$ cat src/rtl/pss_pkg.sv
// Package for the system supervision register block: offsets, fields, resets and timings
package pss_pkg;
    // Register offsets on the serial interface register port
    localparam logic [7:0] ADDR_THERMAL_STATUS = 8'h01;
    localparam logic [7:0] ADDR_CONVERTER_STATUS = 8'h02;
    localparam logic [7:0] ADDR_PIN_STATUS = 8'h03;
    localparam logic [7:0] ADDR_THERMAL_EVENTS = 8'h04;
    localparam logic [7:0] ADDR_CONVERTER_EVENTS = 8'h05;
    localparam logic [7:0] ADDR_PIN_EVENTS = 8'h06;
    localparam logic [7:0] ADDR_THERMAL_IRQ_MASKS = 8'h07;
    localparam logic [7:0] ADDR_CONVERTER_IRQ_MASKS = 8'h08;
    localparam logic [7:0] ADDR_PIN_IRQ_MASKS = 8'h09;
    localparam logic [7:0] ADDR_STATUS_LEVEL_IRQ_MASKS = 8'h0a;
    localparam logic [7:0] ADDR_PROTECTION_CONFIG = 8'h0d;
    localparam logic [7:0] ADDR_OSC_BUS_CONFIG = 8'h0e;
    localparam logic [7:0] ADDR_PIN0_FUNCTION_CONFIG = 8'h10;

    // Field positions
    localparam int LVL_THERMAL_BIT = 3;
    localparam int LVL_POWER_GOOD_BIT = 0;
    localparam int SHUTDOWN_DELAY_LSB = 5;
    localparam int RAMP_IGNORE_BIT = 4;
    localparam int PG_OVERRIDE_LSB = 2;
    localparam int TRIM_LSB = 4;
    localparam int BUS_TIMEOUT_EN_BIT = 1;
    localparam int PIN0_FUNC_LSB = 1;
    localparam int PIN0_DRIVE_BIT = 0;

    // Reset values
    localparam logic [7:0] RST_MASKS = 8'h00;
    localparam logic [7:0] RST_PROTECTION_CONFIG = 8'h00;
    localparam logic [7:0] RST_OSC_BUS_CONFIG = 8'h00;
    localparam logic [7:0] RST_PIN0_FUNCTION_CONFIG = 8'h00;

    // Timing: figures in ns except the trim step in kHz, counts rounded up at the 50 ns clock
    localparam int CLK_PERIOD_NS = 50;
    localparam int LATCHOFF_SHORT_NS = 8000;
    localparam int LATCHOFF_MID_NS = 1000000;
    localparam int LATCHOFF_LONG_NS = 3000000;
    localparam int BUS_STUCK_NS = 50000000;
    localparam int LATCHOFF_SHORT_CYC = (LATCHOFF_SHORT_NS + CLK_PERIOD_NS - 1) / CLK_PERIOD_NS;
    localparam int LATCHOFF_MID_CYC = (LATCHOFF_MID_NS + CLK_PERIOD_NS - 1) / CLK_PERIOD_NS;
    localparam int LATCHOFF_LONG_CYC = (LATCHOFF_LONG_NS + CLK_PERIOD_NS - 1) / CLK_PERIOD_NS;
    localparam int BUS_STUCK_CYC = (BUS_STUCK_NS + CLK_PERIOD_NS - 1) / CLK_PERIOD_NS;
    localparam int TRIM_STEP_KHZ = 160;

    // Pin zero function codes
    typedef enum logic [3:0] {
        PIN_FN_DISABLED = 4'h0,
        PIN_FN_ENABLE_IN = 4'h1,
        PIN_FN_VSEL_IN = 4'h4,
        PIN_FN_RELOAD_IN = 4'h7,
        PIN_FN_PG_OUT = 4'h8,
        PIN_FN_IRQ_OUT = 4'hc,
        PIN_FN_LOW_OUT = 4'he,
        PIN_FN_HIGH_OUT = 4'hf
    } pss_pin_fn_e;

    // Power-good override during a ramp
    localparam logic [1:0] PG_OVR_NONE = 2'h0;
    localparam logic [1:0] PG_OVR_BAD = 2'h1;
    localparam logic [1:0] PG_OVR_GOOD = 2'h2;

    // Live supervision conditions
    typedef struct packed {
        logic thermal_shutdown;
        logic thermal_warning;
        logic power_good;
        logic overvoltage;
        logic undervoltage;
        logic overcurrent;
    } pss_cond_s;

    // Register port request from the serial interface engine
    typedef struct packed {
        logic wr;
        logic rd;
        logic [7:0] addr;
        logic [7:0] wdata;
    } pss_req_s;
endpackage

$ cat src/rtl/pss_supervision.sv
// System supervision registers: status, event latches, masks, protection and pin zero
// What this block does
// - thermal status bits follow threshold comparators live
// - converter status bits follow their conditions live
// - converter conditions set sticky event bits
// - thermal conditions set sticky event bits
// - each pin change sets its sticky event
// - write one clears event once source released
// - bit three masks thermal warning level interrupt
// - bit zero masks power-good level interrupt
// - strap loads level masks when enabled
// - overcurrent latch-off after 8us, 1ms, 3ms
// - latch-off shutdown raises an interrupt unless masked
// - optionally ignore overcurrent during voltage ramps
// - power-good forced bad or good during ramps
// - signed trim shifts oscillator by 160 kHz steps
// - data line low over 50ms resets serial logic
// - pin zero function field selects its role
// - drive bit picks open-drain or push-pull
`timescale 1ns/100ps
module pss_supervision #(
    parameter int LATCHOFF_MID_CYCLES = pss_pkg::LATCHOFF_MID_CYC,
    parameter int LATCHOFF_LONG_CYCLES = pss_pkg::LATCHOFF_LONG_CYC,
    parameter int BUS_STUCK_CYCLES = pss_pkg::BUS_STUCK_CYC,
    parameter int CNT_W = 21
) (
    input wire logic clock_in,
    input wire logic srst_in,
    input wire pss_pkg::pss_cond_s cond_in,
    input wire logic [2:0] pin_in,
    input wire logic sda_in,
    input wire logic dynamic_voltage_ramp_in,
    input wire logic strap_load_enable_in,
    input wire logic [1:0] strap_pin_in,
    input wire pss_pkg::pss_req_s req_in,
    output logic [7:0] reg_rdata_out,
    output logic interrupt_out,
    output logic converter_shutdown_out,
    output logic serial_reset_out,
    output logic signed [2:0] oscillator_trim_out,
    output logic signed [10:0] oscillator_shift_khz_out,
    output logic pin0_out,
    output logic pin0_oe_out,
    output logic converter_enable_input_out,
    output logic voltage_select_input_out,
    output logic reload_input_out
);
    localparam int NSYNC = 10;

    // Three-stage synchronisers; a level counts only when stages two and three agree
    logic [NSYNC-1:0] sync1_ff, sync2_ff, sync3_ff, filt_ff;
    logic [NSYNC-1:0] raw_in;
    assign raw_in = {sda_in, pin_in, cond_in};

    always_ff @(posedge clock_in) begin
        if (srst_in) begin
            sync1_ff <= '0;
            sync2_ff <= '0;
            sync3_ff <= '0;
            filt_ff <= '0;
        end else begin
            sync1_ff <= raw_in;
            sync2_ff <= sync1_ff;
            sync3_ff <= sync2_ff;
            for (int i = 0; i < NSYNC; i++) begin
                if (sync2_ff[i] == sync3_ff[i]) begin
                    filt_ff[i] <= sync3_ff[i];
                end
            end
        end
    end

    pss_pkg::pss_cond_s cond_f;
    logic [2:0] pin_f;
    logic sda_f;
    assign cond_f = filt_ff[5:0];
    assign pin_f = filt_ff[8:6];
    assign sda_f = filt_ff[9];

    // Software-visible registers
    logic [1:0] therm_evt_ff, therm_mask_ff;
    logic [3:0] conv_evt_ff, conv_mask_ff;
    logic [2:0] pin_evt_ff, pin_mask_ff;
    logic lvl_therm_mask_ff, lvl_pg_mask_ff;
    logic [1:0] shutdown_delay_ff, pg_override_ff;
    logic ramp_ignore_ff, bus_timeout_en_ff;
    logic [2:0] trim_ff;
    logic [3:0] pin0_func_ff;
    logic pin0_drive_ff;
    logic strap_done_ff;

    logic wr_hit_therm_evt, wr_hit_conv_evt, wr_hit_pin_evt;
    assign wr_hit_therm_evt = req_in.wr && req_in.addr == pss_pkg::ADDR_THERMAL_EVENTS;
    assign wr_hit_conv_evt = req_in.wr && req_in.addr == pss_pkg::ADDR_CONVERTER_EVENTS;
    assign wr_hit_pin_evt = req_in.wr && req_in.addr == pss_pkg::ADDR_PIN_EVENTS;

    // Ramp qualification of the converter conditions
    logic ramp_active, oc_eff, pg_eff;
    assign ramp_active = dynamic_voltage_ramp_in;
    assign oc_eff = cond_f.overcurrent & ~(ramp_active & ramp_ignore_ff);
    always_comb begin
        pg_eff = cond_f.power_good;
        if (ramp_active) begin
            case (pg_override_ff)
                pss_pkg::PG_OVR_BAD: pg_eff = 1'b0;
                pss_pkg::PG_OVR_GOOD: pg_eff = 1'b1;
                default: pg_eff = cond_f.power_good;
            endcase
        end
    end

    logic [1:0] therm_now;
    logic [3:0] conv_now;
    assign therm_now = {cond_f.thermal_shutdown, cond_f.thermal_warning};
    assign conv_now = {pg_eff, cond_f.overvoltage, cond_f.undervoltage, oc_eff};

    // Previous levels for edge detection; power-good events on its loss
    logic [1:0] therm_prev_ff;
    logic [3:0] conv_prev_ff;
    logic [2:0] pin_prev_ff;
    always_ff @(posedge clock_in) begin
        if (srst_in) begin
            therm_prev_ff <= '0;
            conv_prev_ff <= '0;
            pin_prev_ff <= '0;
        end else begin
            therm_prev_ff <= therm_now;
            conv_prev_ff <= conv_now;
            pin_prev_ff <= pin_f;
        end
    end

    // Over-current latch-off timer: the condition must persist without a break
    logic [CNT_W-1:0] oc_cnt_ff;
    logic [CNT_W-1:0] oc_limit;
    logic latchoff_fire;
    always_comb begin
        case (shutdown_delay_ff)
            2'h1: oc_limit = CNT_W'(pss_pkg::LATCHOFF_SHORT_CYC);
            2'h2: oc_limit = CNT_W'(LATCHOFF_MID_CYCLES);
            2'h3: oc_limit = CNT_W'(LATCHOFF_LONG_CYCLES);
            default: oc_limit = '0;
        endcase
    end
    assign latchoff_fire = shutdown_delay_ff != 2'h0 && oc_eff && !converter_shutdown_out
        && oc_cnt_ff == oc_limit - CNT_W'(1);

    always_ff @(posedge clock_in) begin
        if (srst_in || !oc_eff || shutdown_delay_ff == 2'h0) begin
            oc_cnt_ff <= '0;
        end else if (oc_cnt_ff != oc_limit) begin
            oc_cnt_ff <= oc_cnt_ff + CNT_W'(1);
        end
    end

    // Shutdown stays latched until reset or latch-off is disabled
    always_ff @(posedge clock_in) begin
        if (srst_in || shutdown_delay_ff == 2'h0) begin
            converter_shutdown_out <= 1'b0;
        end else if (latchoff_fire) begin
            converter_shutdown_out <= 1'b1;
        end
    end

    // Sticky update: a new event wins over a clear in the same cycle
    function automatic logic [3:0] evt_next(input logic [3:0] cur, input logic [3:0] set,
                                            input logic [3:0] clr, input logic [3:0] busy);
        evt_next = (cur & ~(clr & ~busy)) | set;
    endfunction

    logic [1:0] therm_set;
    logic [3:0] conv_set, conv_busy;
    logic [2:0] pin_set;
    assign therm_set = therm_now & ~therm_prev_ff;
    assign conv_set = {~conv_now[3] & conv_prev_ff[3], conv_now[2:0] & ~conv_prev_ff[2:0]}
        | {3'h0, latchoff_fire};
    assign conv_busy = {~conv_now[3], conv_now[2:0]};
    assign pin_set = pin_f ^ pin_prev_ff;

    always_ff @(posedge clock_in) begin
        if (srst_in) begin
            therm_evt_ff <= '0;
        end else begin
            therm_evt_ff <= 2'(evt_next({2'h0, therm_evt_ff}, {2'h0, therm_set},
                {2'h0, wr_hit_therm_evt ? req_in.wdata[1:0] : 2'h0},
                {2'h0, therm_now}));
        end
    end

    always_ff @(posedge clock_in) begin
        if (srst_in) begin
            conv_evt_ff <= '0;
        end else begin
            conv_evt_ff <= evt_next(conv_evt_ff, conv_set,
                wr_hit_conv_evt ? req_in.wdata[3:0] : 4'h0, conv_busy);
        end
    end

    // Pin edges leave no lasting source, so a clear always takes effect
    always_ff @(posedge clock_in) begin
        if (srst_in) begin
            pin_evt_ff <= '0;
        end else begin
            pin_evt_ff <= 3'(evt_next({1'b0, pin_evt_ff}, {1'b0, pin_set},
                {1'b0, wr_hit_pin_evt ? req_in.wdata[2:0] : 3'h0}, 4'h0));
        end
    end

    // Mask registers; strap is caught in the first cycle after reset release
    always_ff @(posedge clock_in) begin
        if (srst_in) begin
            therm_mask_ff <= pss_pkg::RST_MASKS[1:0];
            conv_mask_ff <= pss_pkg::RST_MASKS[3:0];
            pin_mask_ff <= pss_pkg::RST_MASKS[2:0];
            lvl_therm_mask_ff <= pss_pkg::RST_MASKS[pss_pkg::LVL_THERMAL_BIT];
            lvl_pg_mask_ff <= pss_pkg::RST_MASKS[pss_pkg::LVL_POWER_GOOD_BIT];
            strap_done_ff <= 1'b0;
        end else begin
            strap_done_ff <= 1'b1;
            if (!strap_done_ff && strap_load_enable_in) begin
                lvl_therm_mask_ff <= strap_pin_in[1];
                lvl_pg_mask_ff <= strap_pin_in[0];
            end else if (req_in.wr) begin
                case (req_in.addr)
                    pss_pkg::ADDR_THERMAL_IRQ_MASKS: therm_mask_ff <= req_in.wdata[1:0];
                    pss_pkg::ADDR_CONVERTER_IRQ_MASKS: conv_mask_ff <= req_in.wdata[3:0];
                    pss_pkg::ADDR_PIN_IRQ_MASKS: pin_mask_ff <= req_in.wdata[2:0];
                    pss_pkg::ADDR_STATUS_LEVEL_IRQ_MASKS: begin
                        lvl_therm_mask_ff <= req_in.wdata[pss_pkg::LVL_THERMAL_BIT];
                        lvl_pg_mask_ff <= req_in.wdata[pss_pkg::LVL_POWER_GOOD_BIT];
                    end
                    default: ;
                endcase
            end
        end
    end

    // Configuration registers
    always_ff @(posedge clock_in) begin
        if (srst_in) begin
            shutdown_delay_ff <= pss_pkg::RST_PROTECTION_CONFIG[pss_pkg::SHUTDOWN_DELAY_LSB +: 2];
            ramp_ignore_ff <= pss_pkg::RST_PROTECTION_CONFIG[pss_pkg::RAMP_IGNORE_BIT];
            pg_override_ff <= pss_pkg::RST_PROTECTION_CONFIG[pss_pkg::PG_OVERRIDE_LSB +: 2];
            trim_ff <= pss_pkg::RST_OSC_BUS_CONFIG[pss_pkg::TRIM_LSB +: 3];
            bus_timeout_en_ff <= pss_pkg::RST_OSC_BUS_CONFIG[pss_pkg::BUS_TIMEOUT_EN_BIT];
            pin0_func_ff <= pss_pkg::RST_PIN0_FUNCTION_CONFIG[pss_pkg::PIN0_FUNC_LSB +: 4];
            pin0_drive_ff <= pss_pkg::RST_PIN0_FUNCTION_CONFIG[pss_pkg::PIN0_DRIVE_BIT];
        end else if (req_in.wr) begin
            case (req_in.addr)
                pss_pkg::ADDR_PROTECTION_CONFIG: begin
                    shutdown_delay_ff <= req_in.wdata[pss_pkg::SHUTDOWN_DELAY_LSB +: 2];
                    ramp_ignore_ff <= req_in.wdata[pss_pkg::RAMP_IGNORE_BIT];
                    pg_override_ff <= req_in.wdata[pss_pkg::PG_OVERRIDE_LSB +: 2];
                end
                pss_pkg::ADDR_OSC_BUS_CONFIG: begin
                    trim_ff <= req_in.wdata[pss_pkg::TRIM_LSB +: 3];
                    bus_timeout_en_ff <= req_in.wdata[pss_pkg::BUS_TIMEOUT_EN_BIT];
                end
                pss_pkg::ADDR_PIN0_FUNCTION_CONFIG: begin
                    pin0_func_ff <= req_in.wdata[pss_pkg::PIN0_FUNC_LSB +: 4];
                    pin0_drive_ff <= req_in.wdata[pss_pkg::PIN0_DRIVE_BIT];
                end
                default: ;
            endcase
        end
    end

    // Read data is registered; unmapped offsets and reserved bits read zero
    always_ff @(posedge clock_in) begin
        if (srst_in) begin
            reg_rdata_out <= 8'h00;
        end else if (req_in.rd) begin
            case (req_in.addr)
                pss_pkg::ADDR_THERMAL_STATUS: reg_rdata_out <= {6'h00, therm_now};
                pss_pkg::ADDR_CONVERTER_STATUS: reg_rdata_out <= {4'h0, conv_now};
                pss_pkg::ADDR_PIN_STATUS: reg_rdata_out <= {5'h00, pin_f};
                pss_pkg::ADDR_THERMAL_EVENTS: reg_rdata_out <= {6'h00, therm_evt_ff};
                pss_pkg::ADDR_CONVERTER_EVENTS: reg_rdata_out <= {4'h0, conv_evt_ff};
                pss_pkg::ADDR_PIN_EVENTS: reg_rdata_out <= {5'h00, pin_evt_ff};
                pss_pkg::ADDR_THERMAL_IRQ_MASKS: reg_rdata_out <= {6'h00, therm_mask_ff};
                pss_pkg::ADDR_CONVERTER_IRQ_MASKS: reg_rdata_out <= {4'h0, conv_mask_ff};
                pss_pkg::ADDR_PIN_IRQ_MASKS: reg_rdata_out <= {5'h00, pin_mask_ff};
                pss_pkg::ADDR_STATUS_LEVEL_IRQ_MASKS:
                    reg_rdata_out <= {4'h0, lvl_therm_mask_ff, 2'h0, lvl_pg_mask_ff};
                pss_pkg::ADDR_PROTECTION_CONFIG:
                    reg_rdata_out <= {1'b0, shutdown_delay_ff, ramp_ignore_ff,
                        pg_override_ff, 2'h0};
                pss_pkg::ADDR_OSC_BUS_CONFIG:
                    reg_rdata_out <= {1'b0, trim_ff, 2'h0, bus_timeout_en_ff, 1'b0};
                pss_pkg::ADDR_PIN0_FUNCTION_CONFIG:
                    reg_rdata_out <= {3'h0, pin0_func_ff, pin0_drive_ff};
                default: reg_rdata_out <= 8'h00;
            endcase
        end
    end

    // Interrupt: unmasked latched events plus the two status-level sources
    logic irq_next;
    assign irq_next = |(therm_evt_ff & ~therm_mask_ff)
        | |(conv_evt_ff & ~conv_mask_ff)
        | |(pin_evt_ff & ~pin_mask_ff)
        | (cond_f.thermal_warning & ~lvl_therm_mask_ff)
        | (~pg_eff & ~lvl_pg_mask_ff);

    always_ff @(posedge clock_in) begin
        if (srst_in) begin
            interrupt_out <= 1'b0;
        end else begin
            interrupt_out <= irq_next;
        end
    end

    // Oscillator trim; the shift is trim times the step, signed
    always_ff @(posedge clock_in) begin
        if (srst_in) begin
            oscillator_trim_out <= '0;
            oscillator_shift_khz_out <= '0;
        end else begin
            oscillator_trim_out <= $signed(trim_ff);
            oscillator_shift_khz_out <= 11'($signed(trim_ff)
                * $signed(11'(pss_pkg::TRIM_STEP_KHZ)));
        end
    end

    // Stuck-low watch on the data line; one reset pulse per stuck episode
    logic [CNT_W-1:0] sda_cnt_ff;
    always_ff @(posedge clock_in) begin
        if (srst_in || sda_f || !bus_timeout_en_ff) begin
            sda_cnt_ff <= '0;
            serial_reset_out <= 1'b0;
        end else begin
            serial_reset_out <= sda_cnt_ff == CNT_W'(BUS_STUCK_CYCLES);
            if (sda_cnt_ff <= CNT_W'(BUS_STUCK_CYCLES)) begin
                sda_cnt_ff <= sda_cnt_ff + CNT_W'(1);
            end
        end
    end

    // Pin zero function; reserved codes behave as disabled
    logic pin0_level, pin0_drives;
    always_comb begin
        pin0_level = 1'b0;
        pin0_drives = 1'b1;
        case (pin0_func_ff)
            pss_pkg::PIN_FN_PG_OUT: pin0_level = pg_eff;
            pss_pkg::PIN_FN_IRQ_OUT: pin0_level = ~irq_next;
            pss_pkg::PIN_FN_LOW_OUT: pin0_level = 1'b0;
            pss_pkg::PIN_FN_HIGH_OUT: pin0_level = 1'b1;
            default: pin0_drives = 1'b0;
        endcase
    end

    // Open-drain only pulls low, so a high level releases the pin
    always_ff @(posedge clock_in) begin
        if (srst_in) begin
            pin0_out <= 1'b0;
            pin0_oe_out <= 1'b0;
        end else if (pin0_drive_ff) begin
            pin0_out <= pin0_level;
            pin0_oe_out <= pin0_drives;
        end else begin
            pin0_out <= 1'b0;
            pin0_oe_out <= pin0_drives & ~pin0_level;
        end
    end

    always_ff @(posedge clock_in) begin
        if (srst_in) begin
            converter_enable_input_out <= 1'b0;
            voltage_select_input_out <= 1'b0;
            reload_input_out <= 1'b0;
        end else begin
            converter_enable_input_out <= pin0_func_ff == pss_pkg::PIN_FN_ENABLE_IN
                && pin_f[0];
            voltage_select_input_out <= pin0_func_ff == pss_pkg::PIN_FN_VSEL_IN && pin_f[0];
            reload_input_out <= pin0_func_ff == pss_pkg::PIN_FN_RELOAD_IN && pin_f[0];
        end
    end
endmodule

$ cat config.mk
export PLATFORM = sky130hd
export DESIGN_NAME = pss_supervision
export DESIGN_NICKNAME = d
export VERILOG_FILES = /design/src/rtl/pss_pkg.sv /design/src/rtl/pss_supervision.sv
export SDC_FILE = /design/constraint.sdc
export NUM_CORES = 1
export LEC_CHECK = 0
export ABC_AREA = 0
export BUFFER_PORTS_ARGS = -buffer_cell sky130_fd_sc_hd__buf_4
export CAP_MARGIN = 5
export CORE_MARGIN = 2
export CORE_UTILIZATION = 39
export CTS_BUF_LIST = sky130_fd_sc_hd__clkbuf_2 sky130_fd_sc_hd__clkbuf_4 sky130_fd_sc_hd__clkbuf_8
export CTS_CLUSTER_SIZE = 8
export DETAILED_ROUTE_END_ITERATION = 6
export PLACE_DENSITY = 0.66
export SLEW_MARGIN = 25
export SYNTH_ARGS = -nofsm -noshare
export SYNTH_HDL_FRONTEND = slang
export SYNTH_SLANG_ARGS = --single-unit
$ cat constraint.sdc
create_clock -name clock_in -period 2.4 [get_ports clock_in]
set_input_delay 0.48 -clock clock_in [delete_from_list [all_inputs] [get_ports clock_in]]
set_output_delay 0.48 -clock clock_in [all_outputs]
set_load 0.05 [all_outputs]
# Word-level counts from Yosys, hierarchy flattened
# Cells that the tools add are included.
# word_totals
regBits	156
word_cells	184
# op_classes
n_addsub	3
n_mul	1
order_cmp	1
n_eq_ne	38
mux	17
bitwise_logic	43
reduce_logical	35
# ops
op	n
7-bit one-hot mux with 13 select lines	1
16-bit one-hot mux with 3 select lines	1
21-bit by 1-bit adder with 21-bit output, second input constant	2
8-bit by 4-bit == test with 1-bit output, second input constant	5
8-bit by 3-bit == test with 1-bit output, second input constant	4
21-bit by 20-bit == test with 1-bit output, second input constant	1
21-bit == test	1
21-bit by 20-bit <= comparator with 1-bit output, second input constant	1
21-bit inequality test	1
21-bit by 1-bit subtractor with 21-bit output, second input constant	1
4-bit == test, second input constant	4
8-bit by 2-bit == test with 1-bit output, second input constant	2
4-bit AND	3
4-bit inverter	3
1-bit == test	10
1-bit logical AND	10
1-bit two-way mux	10
3-bit AND	3
3-bit inverter	3
3-bit AND reduction	3
2-bit AND	4
4-bit by 3-bit == test with 1-bit output, second input constant	2
8-bit by 1-bit == test with 1-bit output, second input constant	1
8-bit by 5-bit == test with 1-bit output, second input constant	1
other kinds (26)	61

# Logic depth before layout (Yosys ltp)
# Gate-level depths: netlist (run 1).
# logic_depth
depth_word	12
depth_mapped	9
mapped_depth_nobuf	7

# Least setup slack after synthesis (run 1)
# Ideal clock, no wire load.
# synth_timing
kind	register to register
from	register sda_cnt_ff[0]
to	register sda_cnt_ff[1]
setup_time_ns	0.128
arrival_ns	2.026
slack_ns	0.247
path_stages_with_launch	10
path_buffers	2
period_less_slack_ns	2.153
cell_sequence	dfxtp_1 inv_1 ha_1 and4bb_2 and4bb_1 a211oi_2 buf_6 buf_2 mux2i_1 nor2_1
# synth_between
elab_chain_cells	1
word_cells_on_any_way	2
classes_between	add/sub (1); order compare (1)
# synth_lines
item	line	text
from (decl)	pss_supervision.sv:326	logic [CNT_W-1:0] sda_cnt_ff;
from (signal assigned)	pss_supervision.sv:334	sda_cnt_ff <= sda_cnt_ff + CNT_W'(1);
21-bit by 1-bit adder with 21-bit output / 21-bit by 20-bit <= comparator with 1-bit output (equally long branches)	pss_supervision.sv:334, pss_supervision.sv:333	
# Parallel ways exist; a longest one is shown, timed or not.
# A chain may end at the register's enable or synchronous reset.

# Final worst setup path (run 1)
# layout_timing
from	register sda_cnt_ff[11]
to	register sda_cnt_ff[10]
# layout_between
elab_chain_cells	1
# layout_lines
item	line	text
21-bit by 20-bit <= comparator with 1-bit output	pss_supervision.sv:333	if (sda_cnt_ff <= CNT_W'(BUS_STUCK_CYCLES)) begin
# Every way passes these cells.

==> impl_metrics.json, run 1 <==
{
  "ioPinCount": 64,
  "worstReg2RegStart": "sda_cnt_ff[11]",
  "setup_viol": 0,
  "synth_cells": 746,
  "core_um2": 16600,
  "synthFlopType": "dfxtp_1",
  "min_from": "cond_in[5]",
  "min_period_over_period": 0.926,
  "relSlewSlack": 0.491,
  "worstPathArrival_ns": 2.61,
  "leakage_nw": 2.87,
  "crit_slowest_cell": "or4_4",
  "setup_ws_ns": 0.177,
  "wl_per_cell_um": 14.4,
  "ir_worst_vdd_v": 0.000407,
  "syn_to_final_growth_pct": 15.2,
  "layout_commonest_cell": "dfxtp_1",
  "postRouteAntennaNets": 0,
  "period_needed_ns": 2.22,
  "worst_pin_slew_ns": 0.763,
  "holdBufCountCts": 0,
  "drt_drc_violations_left": 0,
  "synth-seq-cells": 148,
  "setup_tns_ns": 0,
  "clk_latency_ns": 0.46,
  "grt_start_max_net_pins": 79,
  "hold_viol": 0,
  "synth_edf_count": 0,
  "syn_avg_cell_area_um2": 8.89,
  "synth_top_area_frac": 0.447,
  "critical_path.cell_chain": "or4_4, and4bb_1, a211oi_2, buf_4, or4_1, a21oi_1",
  "initial_utilization": 0.400,
  "synthTopCellsByArea": "dfxtp_1 (45%), nor2b_1 (5.0%), mux2i_1 (4.7%)",
  "maxCapViolations": 0,
  "grt_pass1_wl_um": 24900,
  "fin_nets": 847,
  "dieWidth_um": 134,
  "fmax_mhz": 450,
  "n_antenna_cell": 0,
  "power_density_nw_per_um2": 600,
  "num_rows": 47,
  "outcome": "complete, no violations",
  "die_h_um": 134,
  "ys_seq_area_frac": 0.447,
  "cts_setup_buffers": 0,
  "fin_skew_ns": 0.00842,
  "grt_antenna_before_repair": 0,
  "path_delay_family": "simple AND/OR/NAND/NOR gates",
  "drt_iter0_markers": 458,
  "gp_congestion": 0.878,
  "place_ws_ns": 0.139,
  "final_layout_size_suffix_gt1_frac": 0.160,
  "cts_buffers": 17,
  "synth_cell_types": 70,
  "async_flop_share": 0,
  "grt_overflow": 0,
  "cts_tree": "done",
  "critical_path_class": "register to register",
  "slew_violations": 0,
  "final_cell_mix": "dfxtp_1 (148), buf_4 (78), nor2_1 (65)",
  "design_area_um2": 7640,
  "cts_sinks": 148,
  "max_stage_delay_ns": 0.56,
  "rsz0062_at_grt": "false",
  "ys_warn_count": 0,
  "vias_per_cell": 5.19,
  "hp-class": "primary input to register",
  "io_buffers": 56,
  "cp-start-kind": "register",
  "critPathBufInv": 1,
  "dp_hpwl_um": 10400,
  "cts_root_buffer": "clkbuf_8",
  "die_area_um2": 18100,
  "critPathMaxFanout": 18,
  "placement.cell_area_um2": 7240,
  "grt_pass1_vias": 4879,
  "clk_pin_slew_ns": 0.08,
  "crit_path_end_kind": "register",
  "synth_area_leader_cell": "dfxtp_1",
  "required_ns": 2.79,
  "routed_wl_um": 14800,
  "vias": 5344,
  "netlist_area_um2": 6630,
  "clk_path_buf_depth": 2,
  "startpoint": "sda_cnt_ff[11]",
  "firstDrtPassIters": 5,
  "htreeDepth": 4,
  "globalRouteTotalUtil": 0.173,
  "holdWs_ns": 0.232
}
-- report_power, final --
group / total [mW] / internal [mW] / switching [mW]
Clock: 1.89 / 0.940 / 0.949
Combinational: 0.204 / 0.0751 / 0.128
Sequential: 2.49 / 2.48 / 0.0117
-- layer usage --
metal | GRT usage | wire length (um) | vias to the layer above
li1 | - | - | 2737
met1 | 0.250 | 7240 | 2420
met2 | 0.243 | 6300 | 162
met3 | 0.0427 | 917 | 25
met4 | 0.0737 | 333 | 0
met5 | 0 | 0 | -
-- timing repair --
item / CTS / global route
hold endpoints to repair: 0 / 0
resized for setup: 0 / 2
setup endpoints to repair: 0 / 8
-- final timing paths --
check,end,cells after the start,slack (ns)
worst min-delay path,sync1_ff[5],2,0.23
worst max register to register,sda_cnt_ff[10],6,0.18
worst max-delay path,sda_cnt_ff[10],6,0.18
worst min register to register,sync2_ff[9],1,0.44
-- state kept, by name, indices dropped and copies added (netlist names), 3 cells and up --
name / count
oscillator_shift_khz_out: 4
oscillator_trim_out: 3
sync2_ff: 10
pin0_func_ff: 4
pin_mask_ff: 3
pin_evt_ff: 3
conv_prev_ff: 4
sync1_ff: 10
conv_mask_ff: 4
oc_cnt_ff: 21
conv_evt_ff: 4
filt_ff: 10
pin_prev_ff: 3
trim_ff: 3
sync3_ff: 10
reg_rdata_out: 7
sda_cnt_ff: 21
-- kinds of logic (layout without fill, tap and decap cells) --
logic type | Yosys count | count (layout) | synth area share
XOR/XNOR | 24 | 24 | 0.0317
multiplexers | 35 | 35 | 0.0536
AND/OR/NAND/NOR | 315 | 315 | 0.256
adder cells (fa/ha/maj) | 16 | 16 | 0.0313
other | 1 | 6 | 0.000565
AO/OA/AOI/OAI | 135 | 135 | 0.126
buffers and inverters | 72 | 131 | 0.0534
flip-flops | 148 | 148 | 0.447
-- metrics by stage --
stage	util	power [mW]	cells
floorplan	-	2.67	751
global placement	0.436	2.75	998
detailed placement	0.436	2.75	998
CTS	0.459	4.64	1030
global route	0.460	4.76	1030
finish	0.460	4.58	1030
-- final cells by class --
class	instances	area, um2
Sequential cell	148	2960
Multi-Input combinational cell	531	3350
Fill cell	1640	8950
Clock buffer	19	249
Inverter	21	78.8
Clock inverter	13	134
Timing Repair Buffer	78	586
Tap cell	220	275
-- synth_stat cells (all sizes together) (12+ instances only) --
| library cell | instances |
|---|---|
| nor2b | 53 |
| nand3 | 29 |
| nor3 | 12 |
| xor2 | 14 |
| nand2 | 56 |
| nor2 | 65 |
| and3 | 13 |
| or4 | 12 |
| clkbuf | 35 |
| ha | 15 |
| mux2i | 31 |
| buf | 15 |
| inv | 21 |
| o21ai | 34 |
| a21oi | 50 |
| or3 | 15 |
| dfxtp | 148 |
| nand4 | 19 |
Note: power is estimated with default switching activity, not from simulation.
==> run 2, diff against run 1 <==
--- a/config.mk
+++ b/config.mk
@@ -8,9 +8,10 @@
 export ABC_AREA = 0
 export BUFFER_PORTS_ARGS = -buffer_cell sky130_fd_sc_hd__buf_4
 export CAP_MARGIN = 5
+export CORE_ASPECT_RATIO = 0.8
 export CORE_MARGIN = 2
 export CORE_UTILIZATION = 39
-export CTS_BUF_LIST = sky130_fd_sc_hd__clkbuf_2 sky130_fd_sc_hd__clkbuf_4 sky130_fd_sc_hd__clkbuf_8
+export CTS_BUF_LIST = sky130_fd_sc_hd__clkbuf_16
 export CTS_CLUSTER_SIZE = 8
 export DETAILED_ROUTE_END_ITERATION = 6
 export PLACE_DENSITY = 0.66
==> run 2 against run 1 <==
Against the previous run: global-route usage increased by 0.066 points; setup slack got worse by 0.025 ns; total power increased by 16%; clock skew increased by 0.0054 ns; largest cell class unchanged.
==> impl_metrics.json, run 2 (same netlist as run 1, synthesis figures left out) <==
{
  "cts_tree": "done",
  "clk_path_buf_depth": 2,
  "final_cell_mix": "dfxtp_1 (146), buf_4 (74), nor2_1 (65)",
  "cts_root_buffer": "clkbuf_16",
  "dp_hpwl_um": 10700,
  "cp-start-kind": "register",
  "num_rows": 42,
  "setup_ws_ns": 0.152,
  "wl_per_cell_um": 15.0,
  "die_h_um": 121,
  "relSlewSlack": 0.530,
  "min_from": "cond_in[1]",
  "postRouteAntennaNets": 0,
  "slew_violations": 0,
  "worst_pin_slew_ns": 0.705,
  "hold_viol": 0,
  "routed_wl_um": 15400,
  "fin_skew_ns": 0.0139,
  "clk_latency_ns": 0.42,
  "fin_util": 0.472,
  "crit_slowest_cell": "a2111oi_1",
  "fin_nets": 844,
  "layout_commonest_cell": "dfxtp_1",
  "place_ws_ns": 0.0603,
  "clk_pin_slew_ns": 0.07,
  "io_buffers": 56,
  "critPathMaxFanout": 4,
  "cts_buffers": 17,
  "critical_path_class": "register to register",
  "rrSetupSlack_ns": 0.15,
  "ioPinCount": 64,
  "grt_start_max_net_pins": 74,
  "maxCapViolations": 0,
  "critical_path.cell_chain": "inv_1, ha_1, nor2b_1, mux2i_1, a2111oi_1, buf_4, nand3_1, o221a_2",
  "period_needed_ns": 2.25,
  "cts_sinks": 148,
  "path_delay_family": "compound AO/OA/AOI/OAI gates",
  "hold_end": "sync1_ff[1]",
  "grt_pass1_wl_um": 24900,
  "die_area_um2": 18100,
  "syn_to_final_growth_pct": 18.3,
  "critPathBufInv": 2,
  "max_stage_delay_ns": 0.48,
  "vias": 5375,
  "reg_top3": "oc_cnt_ff: 21 flops, sda_cnt_ff: 21 flops",
  "htreeDepth": 4,
  "drt_drc_violations_left": 0,
  "grt_pass1_vias": 4790,
  "holdPathStages": 2,
  "rr_worst_depth": 8,
  "grt_overflow": 0,
  "rsz0062_at_grt": "false",
  "fmax_mhz": 445,
  "core_um2": 16600,
  "holdWs_ns": 0.262,
  "vias_per_cell": 5.23,
  "crit_path_end_kind": "register",
  "firstDrtPassIters": 4,
  "holdBufCountCts": 0,
  "worstReg2RegStart": "pg_override_ff[0]",
  "drt_iter0_markers": 418,
  "leakage_nw": 2.95,
  "n_antenna_cell": 0,
  "setup_viol": 0,
  "dieWidth_um": 150,
  "required_ns": 2.70,
  "gp_congestion": 0.905,
  "ir_worst_vdd_v": 0.000430,
  "final_layout_size_suffix_gt1_frac": 0.160,
  "hp-class": "primary input to register",
  "worstPathArrival_ns": 2.55,
  "r2r_end": "pin0_oe_out",
  "grt_antenna_before_repair": 0,
  "globalRouteTotalUtil": 0.173,
  "outcome": "complete, no violations",
  "initial_utilization": 0.399,
  "total_power_mw": 5.34,
  "power_density_nw_per_um2": 681,
  "min_period_over_period": 0.937,
  "setup_tns_ns": 0
}
-- run 2: cell types whose count changed in the layout (fill, tap and decap cells not counted), moves of 2 or more --
| cell | previous run | this run |
|---|---|---|
| clkbuf_16 | 0 | 17 |
| clkbuf_4 | 2 | 0 |
| buf_4 | 78 | 74 |
| clkinvlp_4 | 3 | 1 |
| clkbuf_8 | 17 | 0 |
| dfxtp_2 | 0 | 2 |
| bufinv_16 | 2 | 0 |
| inv_8 | 0 | 6 |
| clkinv_2 | 5 | 0 |
| clkinv_8 | 0 | 5 |
| dfxtp_1 | 148 | 146 |
-- run 2: worst max path at each step --
stage                                 start       endpoint  slack, ns  depth (start not counted)
after floorplan               sda_cnt_ff[0]  sda_cnt_ff[1]       0.25                          9
after global placement           req_in[12]  pin_evt_ff[1]       0.04                          7
after detailed placement         req_in[12]  pin_evt_ff[2]       0.06                          7
after CTS                 pg_override_ff[0]    pin0_oe_out       0.13                          8
after global routing      pg_override_ff[0]    pin0_oe_out       0.02                          8
final                     pg_override_ff[0]    pin0_oe_out       0.15                          8
-- run 2: what timing repair did --
action / 4_1_cts / 5_1_grt
endpoints found under the setup margin: 0 / 6
setup buffers: 0 / 0
gates resized for setup: 0 / 4
-- run 2: metal layers --
layer | GRT usage | share of wire | vias to the layer above
li1 | - | - | 2720
met1 | 0.266 | 0.53 | 2485
met4 | 0.0548 | 0.012 | 0
met5 | 0 | 0 | -
met3 | 0.0449 | 0.071 | 15
met2 | 0.233 | 0.39 | 155
-- run 2: stage by stage --
stage	cell area, um2	std cells
after floorplan	6650	751
after global placement	7230	995
after detailed placement	7230	995
after CTS	7830	1027
after global routing	7840	1027
final	7840	1027
-- run 2: worst reg2reg max path: stages (launching register included) --
cell	delay (ns)
dfxtp_1	0.36
inv_1	0.06
ha_1	0.28
nor2b_1	0.18
mux2i_1	0.21
a2111oi_1	0.48
buf_4	0.19
nand3_1	0.09
o221a_2	0.29
-- run 2: layout make-up --
type,count,area (um2)
clock buffer,17,425
clock inverter,15,183
fill,1592,8760
inverter,21,78.8
multi-input combinational,531,3340
sequential,148,2970
tap,220,275
timing repair buffer,75,576
-- run 2: power by group --
part	leakage, nW	switching [mW]	internal [mW]
Clock	0.293	1.23	1.41
Combinational	1.46	0.130	0.0754
Sequential	1.20	0.0116	2.48
